### src/clock_gate_defines.vh
// Offsets, field positions and reset values of the clock gating block
`ifndef CLOCK_GATE_DEFINES_VH
`define CLOCK_GATE_DEFINES_VH

// ----------------------------------------------------------------
// Register byte offsets
// ----------------------------------------------------------------
`define RUN_CLOCK_CONFIG_OFS     12'h060
`define RUN_GATE_REG1_OFS        12'h104
`define SLEEP_GATE_REG1_OFS      12'h114
`define DEEP_SLEEP_GATE_REG1_OFS 12'h124
`define FAULT_STATUS_OFS         12'h130
`define FAULT_MASK_OFS           12'h134
`define REG_ADDR_W               12

// ----------------------------------------------------------------
// Gating field positions
// ----------------------------------------------------------------
`define GP_COUNTER3_GATE_BIT       19
`define GP_COUNTER2_GATE_BIT       18
`define GP_COUNTER1_GATE_BIT       17
`define GP_COUNTER0_GATE_BIT       16
`define TWO_WIRE_UNIT1_GATE_BIT    14
`define TWO_WIRE_UNIT0_GATE_BIT    12
`define SYNC_SERIAL_UNIT1_GATE_BIT 5
`define SYNC_SERIAL_UNIT0_GATE_BIT 4
`define ASYNC_SERIAL_UNIT2_GATE_BIT 2
`define ASYNC_SERIAL_UNIT1_GATE_BIT 1
`define ASYNC_SERIAL_UNIT0_GATE_BIT 0

// Writable bits of the gating registers; all others read zero
`define GATE_WRITE_MASK 32'h000F5037
`define GATE_RESET      32'h00000000

// Auto-gating select position in the run clock configuration
`define AUTO_GATE_SELECT_BIT 0
`define RUN_CLOCK_CONFIG_MASK 32'h00000001
`define RUN_CLOCK_CONFIG_RESET 32'h00000000

// Number of gated peripherals
`define NUM_PERIPH 11

`endif

### src/gate_select.v
// Per-peripheral clock enable selection from the power mode
`timescale 1ns/1ps
`default_nettype none

module gate_select #(
	parameter NUM = 11
) (
	input  wire           clk,
	input  wire           rst_n,
	input  wire [NUM-1:0] run_gate,
	input  wire [NUM-1:0] sleep_gate,
	input  wire [NUM-1:0] deep_gate,
	input  wire           auto_gate,
	input  wire           sleep_mode,
	input  wire           deep_sleep_mode,
	output wire [NUM-1:0] clk_en
);

	// ----------------------------------------------------------------
	// One registered enable per peripheral
	// ----------------------------------------------------------------
	genvar i;
	generate
		for (i = 0; i < NUM; i = i + 1) begin : g_sel
			reg  en;
			wire next_en;
			// Deep sleep wins over sleep; run register without auto gating
			assign next_en = !auto_gate      ? run_gate[i] :
			                 deep_sleep_mode ? deep_gate[i] :
			                 sleep_mode      ? sleep_gate[i] : run_gate[i];
			// Flop output keeps the enable free of glitches
			always @(posedge clk or negedge rst_n) begin
				if (!rst_n) begin
					en <= 1'b0;
				end else begin
					en <= next_en;
				end
			end
			assign clk_en[i] = en;
		end
	endgenerate

endmodule
`default_nettype wire

### src/fault_detect.v
// Flags accesses to peripherals whose clock is withheld
`timescale 1ns/1ps
`default_nettype none

module fault_detect #(
	parameter NUM = 11
) (
	input  wire           clk,
	input  wire           rst_n,
	input  wire [NUM-1:0] access,
	input  wire [NUM-1:0] clk_en,
	output reg  [NUM-1:0] fault
);

	// ----------------------------------------------------------------
	// One-cycle fault pulse per denied access
	// ----------------------------------------------------------------
	always @(posedge clk or negedge rst_n) begin
		if (!rst_n) begin
			fault <= {NUM{1'b0}};
		end else begin
			fault <= access & ~clk_en;
		end
	end

endmodule
`default_nettype wire

### src/deep_sleep_clock_gate_ctrl.v
// Clock gating control with AHB-Lite registers and bus fault reporting
// What this block does
// - Set gating bit delivers clock to peripheral
// - Cleared bit: unclocked, accesses give bus fault
// - All gating bits reset to zero
// - Separate run, sleep and deep-sleep registers
// - Sleep registers apply only with auto gating
// - Bits 19 to 16 gate counters 3..0
// - Bits 14, 12 gate two-wire units 1, 0
// - Bits 5, 4 gate sync serial 1, 0
// - Bits 2..0 gate async serial 2..0
// - Reserved bits read-only, return zero
// - Deep-sleep register at offset 0x124, 32 bits
`timescale 1ns/1ps
`default_nettype none
`include "clock_gate_defines.vh"

module deep_sleep_clock_gate_ctrl #(
	parameter NUM = `NUM_PERIPH
) (
	input  wire           sys_clk,
	input  wire           resetn,
	input  wire           hsel,
	input  wire [31:0]    haddr,
	input  wire [1:0]     htrans,
	input  wire           hwrite,
	input  wire [2:0]     hsize,
	input  wire [31:0]    hwdata,
	input  wire           hready,
	output reg  [31:0]    hrdata,
	output reg            hreadyout,
	output reg            hresp,
	input  wire           sleep_mode,
	input  wire           deep_sleep_mode,
	input  wire [NUM-1:0] periph_access,
	output wire [NUM-1:0] periph_clk_en,
	output reg  [NUM-1:0] periph_bus_fault,
	output reg            irq
);

	// ----------------------------------------------------------------
	// Reset synchroniser
	// ----------------------------------------------------------------
	reg rst_meta;
	reg rst_n;
	// Release through two flops
	always @(posedge sys_clk or negedge resetn) begin
		if (!resetn) begin
			rst_meta <= 1'b0;
			rst_n    <= 1'b0;
		end else begin
			rst_meta <= 1'b1;
			rst_n    <= rst_meta;
		end
	end

	// ----------------------------------------------------------------
	// Registers
	// ----------------------------------------------------------------
	reg  [31:0] run_clock_config;
	reg  [31:0] run_gate_reg1;
	reg  [31:0] sleep_gate_reg1;
	reg  [31:0] deep_sleep_gate_reg1;
	reg  [31:0] fault_status;
	reg  [31:0] fault_mask;

	// Data phase capture
	reg                   dp_write;
	reg                   dp_read;
	reg [`REG_ADDR_W-1:0] dp_addr;

	wire addr_phase;
	wire [NUM-1:0] fault_evt;
	wire [31:0]    fault_set;

	// Valid transfer seen in address phase
	assign addr_phase = hsel & htrans[1] & hready;

	// ----------------------------------------------------------------
	// Compress a 32-bit gating layout to the peripheral vector
	// ----------------------------------------------------------------
	function [NUM-1:0] compress;
		input [31:0] r;
		begin
			compress = {r[`GP_COUNTER3_GATE_BIT],
			            r[`GP_COUNTER2_GATE_BIT],
			            r[`GP_COUNTER1_GATE_BIT],
			            r[`GP_COUNTER0_GATE_BIT],
			            r[`TWO_WIRE_UNIT1_GATE_BIT],
			            r[`TWO_WIRE_UNIT0_GATE_BIT],
			            r[`SYNC_SERIAL_UNIT1_GATE_BIT],
			            r[`SYNC_SERIAL_UNIT0_GATE_BIT],
			            r[`ASYNC_SERIAL_UNIT2_GATE_BIT],
			            r[`ASYNC_SERIAL_UNIT1_GATE_BIT],
			            r[`ASYNC_SERIAL_UNIT0_GATE_BIT]};
		end
	endfunction

	// Expand the peripheral vector back to the register layout
	function [31:0] expand;
		input [NUM-1:0] v;
		begin
			expand = 32'h00000000;
			expand[`GP_COUNTER3_GATE_BIT]        = v[10];
			expand[`GP_COUNTER2_GATE_BIT]        = v[9];
			expand[`GP_COUNTER1_GATE_BIT]        = v[8];
			expand[`GP_COUNTER0_GATE_BIT]        = v[7];
			expand[`TWO_WIRE_UNIT1_GATE_BIT]     = v[6];
			expand[`TWO_WIRE_UNIT0_GATE_BIT]     = v[5];
			expand[`SYNC_SERIAL_UNIT1_GATE_BIT]  = v[4];
			expand[`SYNC_SERIAL_UNIT0_GATE_BIT]  = v[3];
			expand[`ASYNC_SERIAL_UNIT2_GATE_BIT] = v[2];
			expand[`ASYNC_SERIAL_UNIT1_GATE_BIT] = v[1];
			expand[`ASYNC_SERIAL_UNIT0_GATE_BIT] = v[0];
		end
	endfunction

	// ----------------------------------------------------------------
	// AHB-Lite transfer tracking
	// ----------------------------------------------------------------
	// Writes take no wait; reads insert one wait state
	always @(posedge sys_clk or negedge rst_n) begin
		if (!rst_n) begin
			dp_write  <= 1'b0;
			dp_read   <= 1'b0;
			dp_addr   <= {`REG_ADDR_W{1'b0}};
			hreadyout <= 1'b1;
			hresp     <= 1'b0;
		end else begin
			hresp <= 1'b0;                                  // Always OKAY
			if (addr_phase) begin
				dp_write  <= hwrite;
				dp_read   <= ~hwrite;
				dp_addr   <= haddr[`REG_ADDR_W-1:0];
				hreadyout <= hwrite;
			end else begin
				dp_write  <= 1'b0;
				dp_read   <= 1'b0;
				hreadyout <= 1'b1;
			end
		end
	end

	// ----------------------------------------------------------------
	// Register writes
	// ----------------------------------------------------------------
	// Only writable bits store; reserved bits stay zero
	always @(posedge sys_clk or negedge rst_n) begin
		if (!rst_n) begin
			run_clock_config     <= `RUN_CLOCK_CONFIG_RESET;
			run_gate_reg1        <= `GATE_RESET;
			sleep_gate_reg1      <= `GATE_RESET;
			deep_sleep_gate_reg1 <= `GATE_RESET;
			fault_mask           <= 32'h00000000;
		end else if (dp_write) begin
			case (dp_addr)
				`RUN_CLOCK_CONFIG_OFS: begin
					run_clock_config <= hwdata & `RUN_CLOCK_CONFIG_MASK;
				end
				`RUN_GATE_REG1_OFS: begin
					run_gate_reg1 <= hwdata & `GATE_WRITE_MASK;
				end
				`SLEEP_GATE_REG1_OFS: begin
					sleep_gate_reg1 <= hwdata & `GATE_WRITE_MASK;
				end
				`DEEP_SLEEP_GATE_REG1_OFS: begin
					deep_sleep_gate_reg1 <= hwdata & `GATE_WRITE_MASK;
				end
				`FAULT_MASK_OFS: begin
					fault_mask <= hwdata & `GATE_WRITE_MASK;
				end
				default: begin
					fault_mask <= fault_mask;               // Unmapped write ignored
				end
			endcase
		end
	end

	// ----------------------------------------------------------------
	// Sticky fault status, write one to clear, set wins
	// ----------------------------------------------------------------
	assign fault_set = expand(fault_evt);

	always @(posedge sys_clk or negedge rst_n) begin
		if (!rst_n) begin
			fault_status <= 32'h00000000;
		end else if (dp_write && dp_addr == `FAULT_STATUS_OFS) begin
			fault_status <= (fault_status & ~hwdata) | fault_set;
		end else begin
			fault_status <= fault_status | fault_set;
		end
	end

	// ----------------------------------------------------------------
	// Read data, taken in the wait state after writes settle
	// ----------------------------------------------------------------
	always @(posedge sys_clk or negedge rst_n) begin
		if (!rst_n) begin
			hrdata <= 32'h00000000;
		end else if (dp_read) begin
			case (dp_addr)
				`RUN_CLOCK_CONFIG_OFS:     hrdata <= run_clock_config;
				`RUN_GATE_REG1_OFS:        hrdata <= run_gate_reg1;
				`SLEEP_GATE_REG1_OFS:      hrdata <= sleep_gate_reg1;
				`DEEP_SLEEP_GATE_REG1_OFS: hrdata <= deep_sleep_gate_reg1;
				`FAULT_STATUS_OFS:         hrdata <= fault_status;
				`FAULT_MASK_OFS:           hrdata <= fault_mask;
				default:                   hrdata <= 32'h00000000;
			endcase
		end
	end

	// ----------------------------------------------------------------
	// Interrupt and fault outputs
	// ----------------------------------------------------------------
	always @(posedge sys_clk or negedge rst_n) begin
		if (!rst_n) begin
			irq              <= 1'b0;
			periph_bus_fault <= {NUM{1'b0}};
		end else begin
			irq              <= |(fault_status & fault_mask);
			periph_bus_fault <= fault_evt;
		end
	end

	// ----------------------------------------------------------------
	// Enable selection and fault detection
	// ----------------------------------------------------------------
	gate_select #(
		.NUM (NUM)
	) u_gate_select (
		.clk             (sys_clk),
		.rst_n           (rst_n),
		.run_gate        (compress(run_gate_reg1)),
		.sleep_gate      (compress(sleep_gate_reg1)),
		.deep_gate       (compress(deep_sleep_gate_reg1)),
		.auto_gate       (run_clock_config[`AUTO_GATE_SELECT_BIT]),
		.sleep_mode      (sleep_mode),
		.deep_sleep_mode (deep_sleep_mode),
		.clk_en          (periph_clk_en)
	);

	fault_detect #(
		.NUM (NUM)
	) u_fault_detect (
		.clk    (sys_clk),
		.rst_n  (rst_n),
		.access (periph_access),
		.clk_en (periph_clk_en),
		.fault  (fault_evt)
	);

endmodule
`default_nettype wire

### config.mk
export PLATFORM = sky130hd
export DESIGN_NAME = deep_sleep_clock_gate_ctrl
export DESIGN_NICKNAME = d
export VERILOG_FILES = /design/src/gate_select.v /design/src/fault_detect.v /design/src/deep_sleep_clock_gate_ctrl.v
export VERILOG_INCLUDE_DIRS = /design/src
export SDC_FILE = /design/constraint.sdc
export NUM_CORES = 1
export LEC_CHECK = 0
export BUFFER_PORTS_ARGS = -buffer_cell sky130_fd_sc_hd__buf_2
export CAP_MARGIN = 30
export CORE_MARGIN = 2
export CORE_UTILIZATION = 49
export CTS_CLUSTER_SIZE = 24
export DETAILED_ROUTE_END_ITERATION = 16
export GPL_TIMING_DRIVEN = 0
export HOLD_SLACK_MARGIN = 0.06
export PLACE_DENSITY = 0.71
export SLEW_MARGIN = 25
export SYNTH_ARGS = -nofsm -noshare
export SYNTH_HDL_FRONTEND = slang
export SYNTH_SLANG_ARGS = --single-unit
### constraint.sdc
create_clock -name sys_clk -period 9.95 [get_ports sys_clk]
set_clock_uncertainty 0.2 [all_clocks]
set_input_delay 1.99 -clock sys_clk [delete_from_list [all_inputs] [get_ports sys_clk]]
set_output_delay 1.99 -clock sys_clk [all_outputs]
set_load 0.02 [all_outputs]
; Word level (Yosys, flattened, before mapping)
; Cells that the tools add are included.
[totals]
regBits = 160
input_bits = 87
out_inout_bits = 57
elab_cells = 88
[classes]
eq_ne = 6
n_mux = 38
n_bitwise = 10
n_reduce_logical = 7
[ops]
columns = cell, count
row1 = $pmux W32 S6, 1
row2 = $or A32 B20 Y32, 2
row3 = $eq A12 B9 Y1 const B, 5
row4 = $mux W1, 36
row5 = $and A32 B20 Y32, 1
row6 = $and A32 B32 Y32, 1
row7 = $mux W32, 1
row8 = $not A32 Y32, 1
row9 = $reduce_or A32 Y1, 1
row10 = $eq A12 B7 Y1 const B, 1
row11 = $and A11 B11 Y11, 1
row12 = $not A11 Y11, 1
row13 = $reduce_and A2 Y1, 5
row14 = $and A1 B1 Y1, 2
row15 = $logic_and A1 B1 Y1, 1
row16 = $not A1 Y1, 1

; Longest topological paths before layout
[depth]
word_depth = 4
mapped_depth = 6
mapped_depth_nobuf = 4

; Hierarchy
; A second synthesis with hierarchy kept.
[unflattened]
hier_cells = 460
area_unflattened_um2 = 6537.5
[modules_own_cells]
columns = module, n_inst, cells_each, area_each_um2, seq_area_each_um2
row1 = deep_sleep_clock_gate_ctrl, 1, 387, 5444.0, 3454.6
row2 = gate_select, 1, 51, 666.9, 275.3
row3 = fault_detect, 1, 22, 426.7, 275.3

; Worst setup path before layout
; No wires, ideal clock.
[synth_timing]
kind = input to register
start = in hsel
end = reg dp_addr[10]
setup_time_ns = 0.125
arrival_ns = 2.842
t_required_ns = 9.625
path_slack_ns = 6.783
cell_stages = 3
n_path_buf = 1
cell_sequence = nand3_1 clkbuf_1 mux2_2
[synth_via]
elab_chain_len = 2
[synth_rtl]
columns = element, line_no
row1 = start: declaration, deep_sleep_clock_gate_ctrl.v:23  ; input wire hsel,
row2 = $and A1 B1 Y1 (2 in series), deep_sleep_clock_gate_ctrl.v:77  ; assign addr_phase = hsel & htrans[1] & hready;
row3 = end signal: assignment, deep_sleep_clock_gate_ctrl.v:126  ; dp_addr <= {`REG_ADDR_W{1'b0}};
row4 = end signal: assignment, deep_sleep_clock_gate_ctrl.v:134  ; dp_addr <= haddr[`REG_ADDR_W-1:0];
row5 = end: declaration, deep_sleep_clock_gate_ctrl.v:70  ; reg [`REG_ADDR_W-1:0] dp_addr;
; Every way passes these cells.
; A chain may end at the register's enable or synchronous reset.

; Worst setup path in the final report
[layout_timing]
start = reg hreadyout
end = out hreadyout
[layout_lines]
columns = element, line_no
row1 = start: declaration, deep_sleep_clock_gate_ctrl.v:31  ; output reg hreadyout,
row2 = start signal: assignment, deep_sleep_clock_gate_ctrl.v:135  ; hreadyout <= hwrite;
; No word-level cell between the ends.

==> out/metrics.cfg <==
[route]
initialDrtViolationCount=281
wl_per_cell_um=18.38
num_vias=4354
detailedRoute.firstPassIterationCount=4
post-route-drc-count=0
vias_per_cell=5.415
drt-total-wl_um=14780
drt.antenna.violating_nets=0

[timing]
finalMaxSlewViolations=0
period_share_pct=33.02
setup_violations=0
hold_viol_final=0
worst_pin_slew_ps=789.2
timing.slew.headroom_pct=47.39
setup_tns_ps=0
post-route-min-period_ps=3286
rsz_0062_raised_after_global_routing=no
clock.fmax_mhz=304.3

[grt]
grt_pass1_vias=4466
number_of_antenna_violations_at_the_first_check_in_global_routing=0
grt_start_max_net_pins=50
globalRouteTotalUtil_pct=22.19
global_route_wire_length_before_repair_um=23940
overflow=0

[floorplanning]
pin_count=144
floorplan.rows=42
initial_core_util_pct=49.78
core_area_um2=13090
floorplan.die.width_um=119.3
floorplan.die_area_um2=14230
fp.dieH_um=119.3

[synth]
post_synth.cell_area_avg_um2=13.80
yosys_cell_types=47
number_of_cells_produced_by_synthesis=472
syn-cell-area_um2=6514
synth.ff_latch_count=160
postSynth.topFlopCell=dfrtp_1
synth_async_sr_flop_share_pct=100.0
synth-edff-count=0
synth_fp_nets=559
yosys_warnings=0
synth.yosys.seq_area_share_pct=61.49

[power_and_ir_drop]
pwr-share-clk_pct=43.8
power.switching_w=0.0003555
seqPwrFrac_pct=46.2
vdd_ir_drop_max_mv=0.1179
powerDensity_nw_per_um2=190.1
sw_frac_of_total_pct=23.24
power_frac_comb_pct=10.0
leakage_nw=3.896
internal-power_w=0.001175

[clock_tree]
tritoncts=yes
numClockSinks=160
cts-htree-levels=4
cts.path.max_buffers=2
clk-insertion-delay-late_ps=420
numCtsBuffers=17
cts_root_buffer=clkbuf_16
cts.clk_slew.worst_paths_ps=60

[final_layout]
layout.cells.most_common=dfrtp_1
num_antenna_cells=0
most-common-layout-cells=dfrtp_1 (158), buf_2 (124), a22o_1 (44)
area.growth.synth_to_final_pct=23.55
finalCoreUtilization_pct=61.50
post_route_cells_drive_above_1_share_pct=38.06
finalNetCount=702
postLayoutCellArea_um2=8048

[placement]
area_of_placed_instances_um2=7421
hpwlAfterDp_um=9985
io_buffer_count=118
globalplace.congestion=0.8849

[setup_path]
type_of_the_setup_path_with_the_least_slack=flip-flop to output port
end_kind=output port
maximum_single_stage_delay_on_the_critical_path_ps=520
path_delay_family=flip-flops
path_buf_inv=1
critPathRequiredTime_ps=7760
worstPathCellList=buf_2
cp_max_fo=1
arrival_ps=1100
cp-start-kind=flip-flop
worst_path_max_delay_cell=dfstp_2

[status]
result_of_the_run=complete, no violations

[job]
maxCapViolations=0

[min_path]
timing.hold.worst.class=flip-flop to async pin

[state kept, by name, summed over array words and instances, names as in the netlist]
register / cells
dp_write: 1
u_fault_detect.fault: 11
irq: 1
fault_status: 32
dp_read: 1
hreadyout: 1
dp_addr: 12
fault_mask: 11
periph_bus_fault: 11
run_gate_reg1: 11
run_clock_config: 1
hrdata: 32
u_gate_select.g_sel.en: 11
rst_n: 1
deep_sleep_gate_reg1: 11
rst_meta: 1
sleep_gate_reg1: 11
[cell usage after synthesis (2+ instances only)]
library cell | number | area, um2
nand2b_1 | 2 | 12.51
a21boi_0 | 21 | 157.7
o21ai_0 | 2 | 10.01
o221ai_1 | 7 | 61.31
a22oi_1 | 11 | 82.58
mux2_4 | 20 | 300.3
inv_1 | 11 | 41.29
nand4_1 | 8 | 50.05
o22a_1 | 7 | 61.31
or4_4 | 2 | 22.52
mux2_2 | 38 | 427.9
mux4_2 | 2 | 45.04
clkbuf_1 | 18 | 67.56
and3b_1 | 5 | 43.79
a21o_1 | 11 | 82.58
nor2_1 | 10 | 37.54
nand2_1 | 17 | 63.81
a31oi_1 | 2 | 12.51
conb_1 | 2 | 7.510
buf_6 | 2 | 22.52
mux2i_1 | 9 | 90.09
o2bb2ai_1 | 2 | 17.52
nor2b_1 | 20 | 125.1
buf_2 | 4 | 20.02
nand3_1 | 4 | 20.02
dfrtp_1 | 159 | 3979
a22o_1 | 44 | 385.4
buf_4 | 12 | 90.09
buf_1 | 2 | 7.510
[layout make-up]
cell class              instances  area [um2]
plain buffers                  38       207.7
clock buffers                  23       488.0
clock inverters                 9       128.9
fillers                      1030        5037
inverters                      12       45.04
multi-input cells             262        2256
flip-flops and latches        160        4009
well taps                     176       220.2
repair buffers                124       693.2
[cells by family after synthesis]
family	count (synthesis)	share of synthesized area (%)
and+or+nand+nor	78	7.146
AOI/OAI and AO/OA	113	14.12
buffers and inverters	50	3.880
DFF	160	61.49
other	2	0.1153
muxes	69	13.25
[path summary, 6_finish.rpt]
| check | start | to | slack [ps] | cells after the start |
|---|---|---|---|---|
| min in group sys_clk | rst_meta | rst_n | 150 | 0 |
| hold / removal | rst_n | hreadyout | 140 | 0 |
| setup reg to reg | dp_addr[7] | fault_status[17] | 7360 | 6 |
| max in group asynchronous | resetn | rst_n | 8300 | 1 |
| setup / recovery | hreadyout | hreadyout | 6660 | 1 |
| hold reg to reg | rst_n | hreadyout | 140 | 0 |
[what timing repair did]
item / in CTS / in global routing
resized for setup: 0 / 0
hold buffers: 1 / 0
buffers inserted: 0 / 0
hold endpoints to repair: 12 / 0
[per-stage QoR]
stage	hold slack [ps]	total power [W]	setup WS, ps	std cells
6_report	136.5	0.001530	6664	804
5_1_grt	140.1	0.001592	6618	804
4_1_cts	142.9	0.001544	6646	804
3_5_place_dp	3.840	0.0008712	6486	771
3_3_place_gp	135.7	0.0008623	3494	766
2_1_floorplan	131.2	0.0008139	4963	472
[power by group through the flow]
stage	Sequential [W]	Clock (W)	Combinational [W]
floorplan	0.000727	0	0.0000866
global placement	0.000728	0	0.000134
detailed placement	0.000719	0	0.000152
CTS	0.000707	0.000683	0.000154
global route	0.000711	0.000715	0.000166
finish	0.000707	0.000670	0.000153
[metal layers]
layer	wire [um]	GRT usage [%]	part of all wire (%)
met2	7209	34.88	49
met4	197	7.353	1.3
met3	825	5.508	5.6
met5	0	0	0
met1	6543	30.50	44
(Power assumes the default switching activity.)
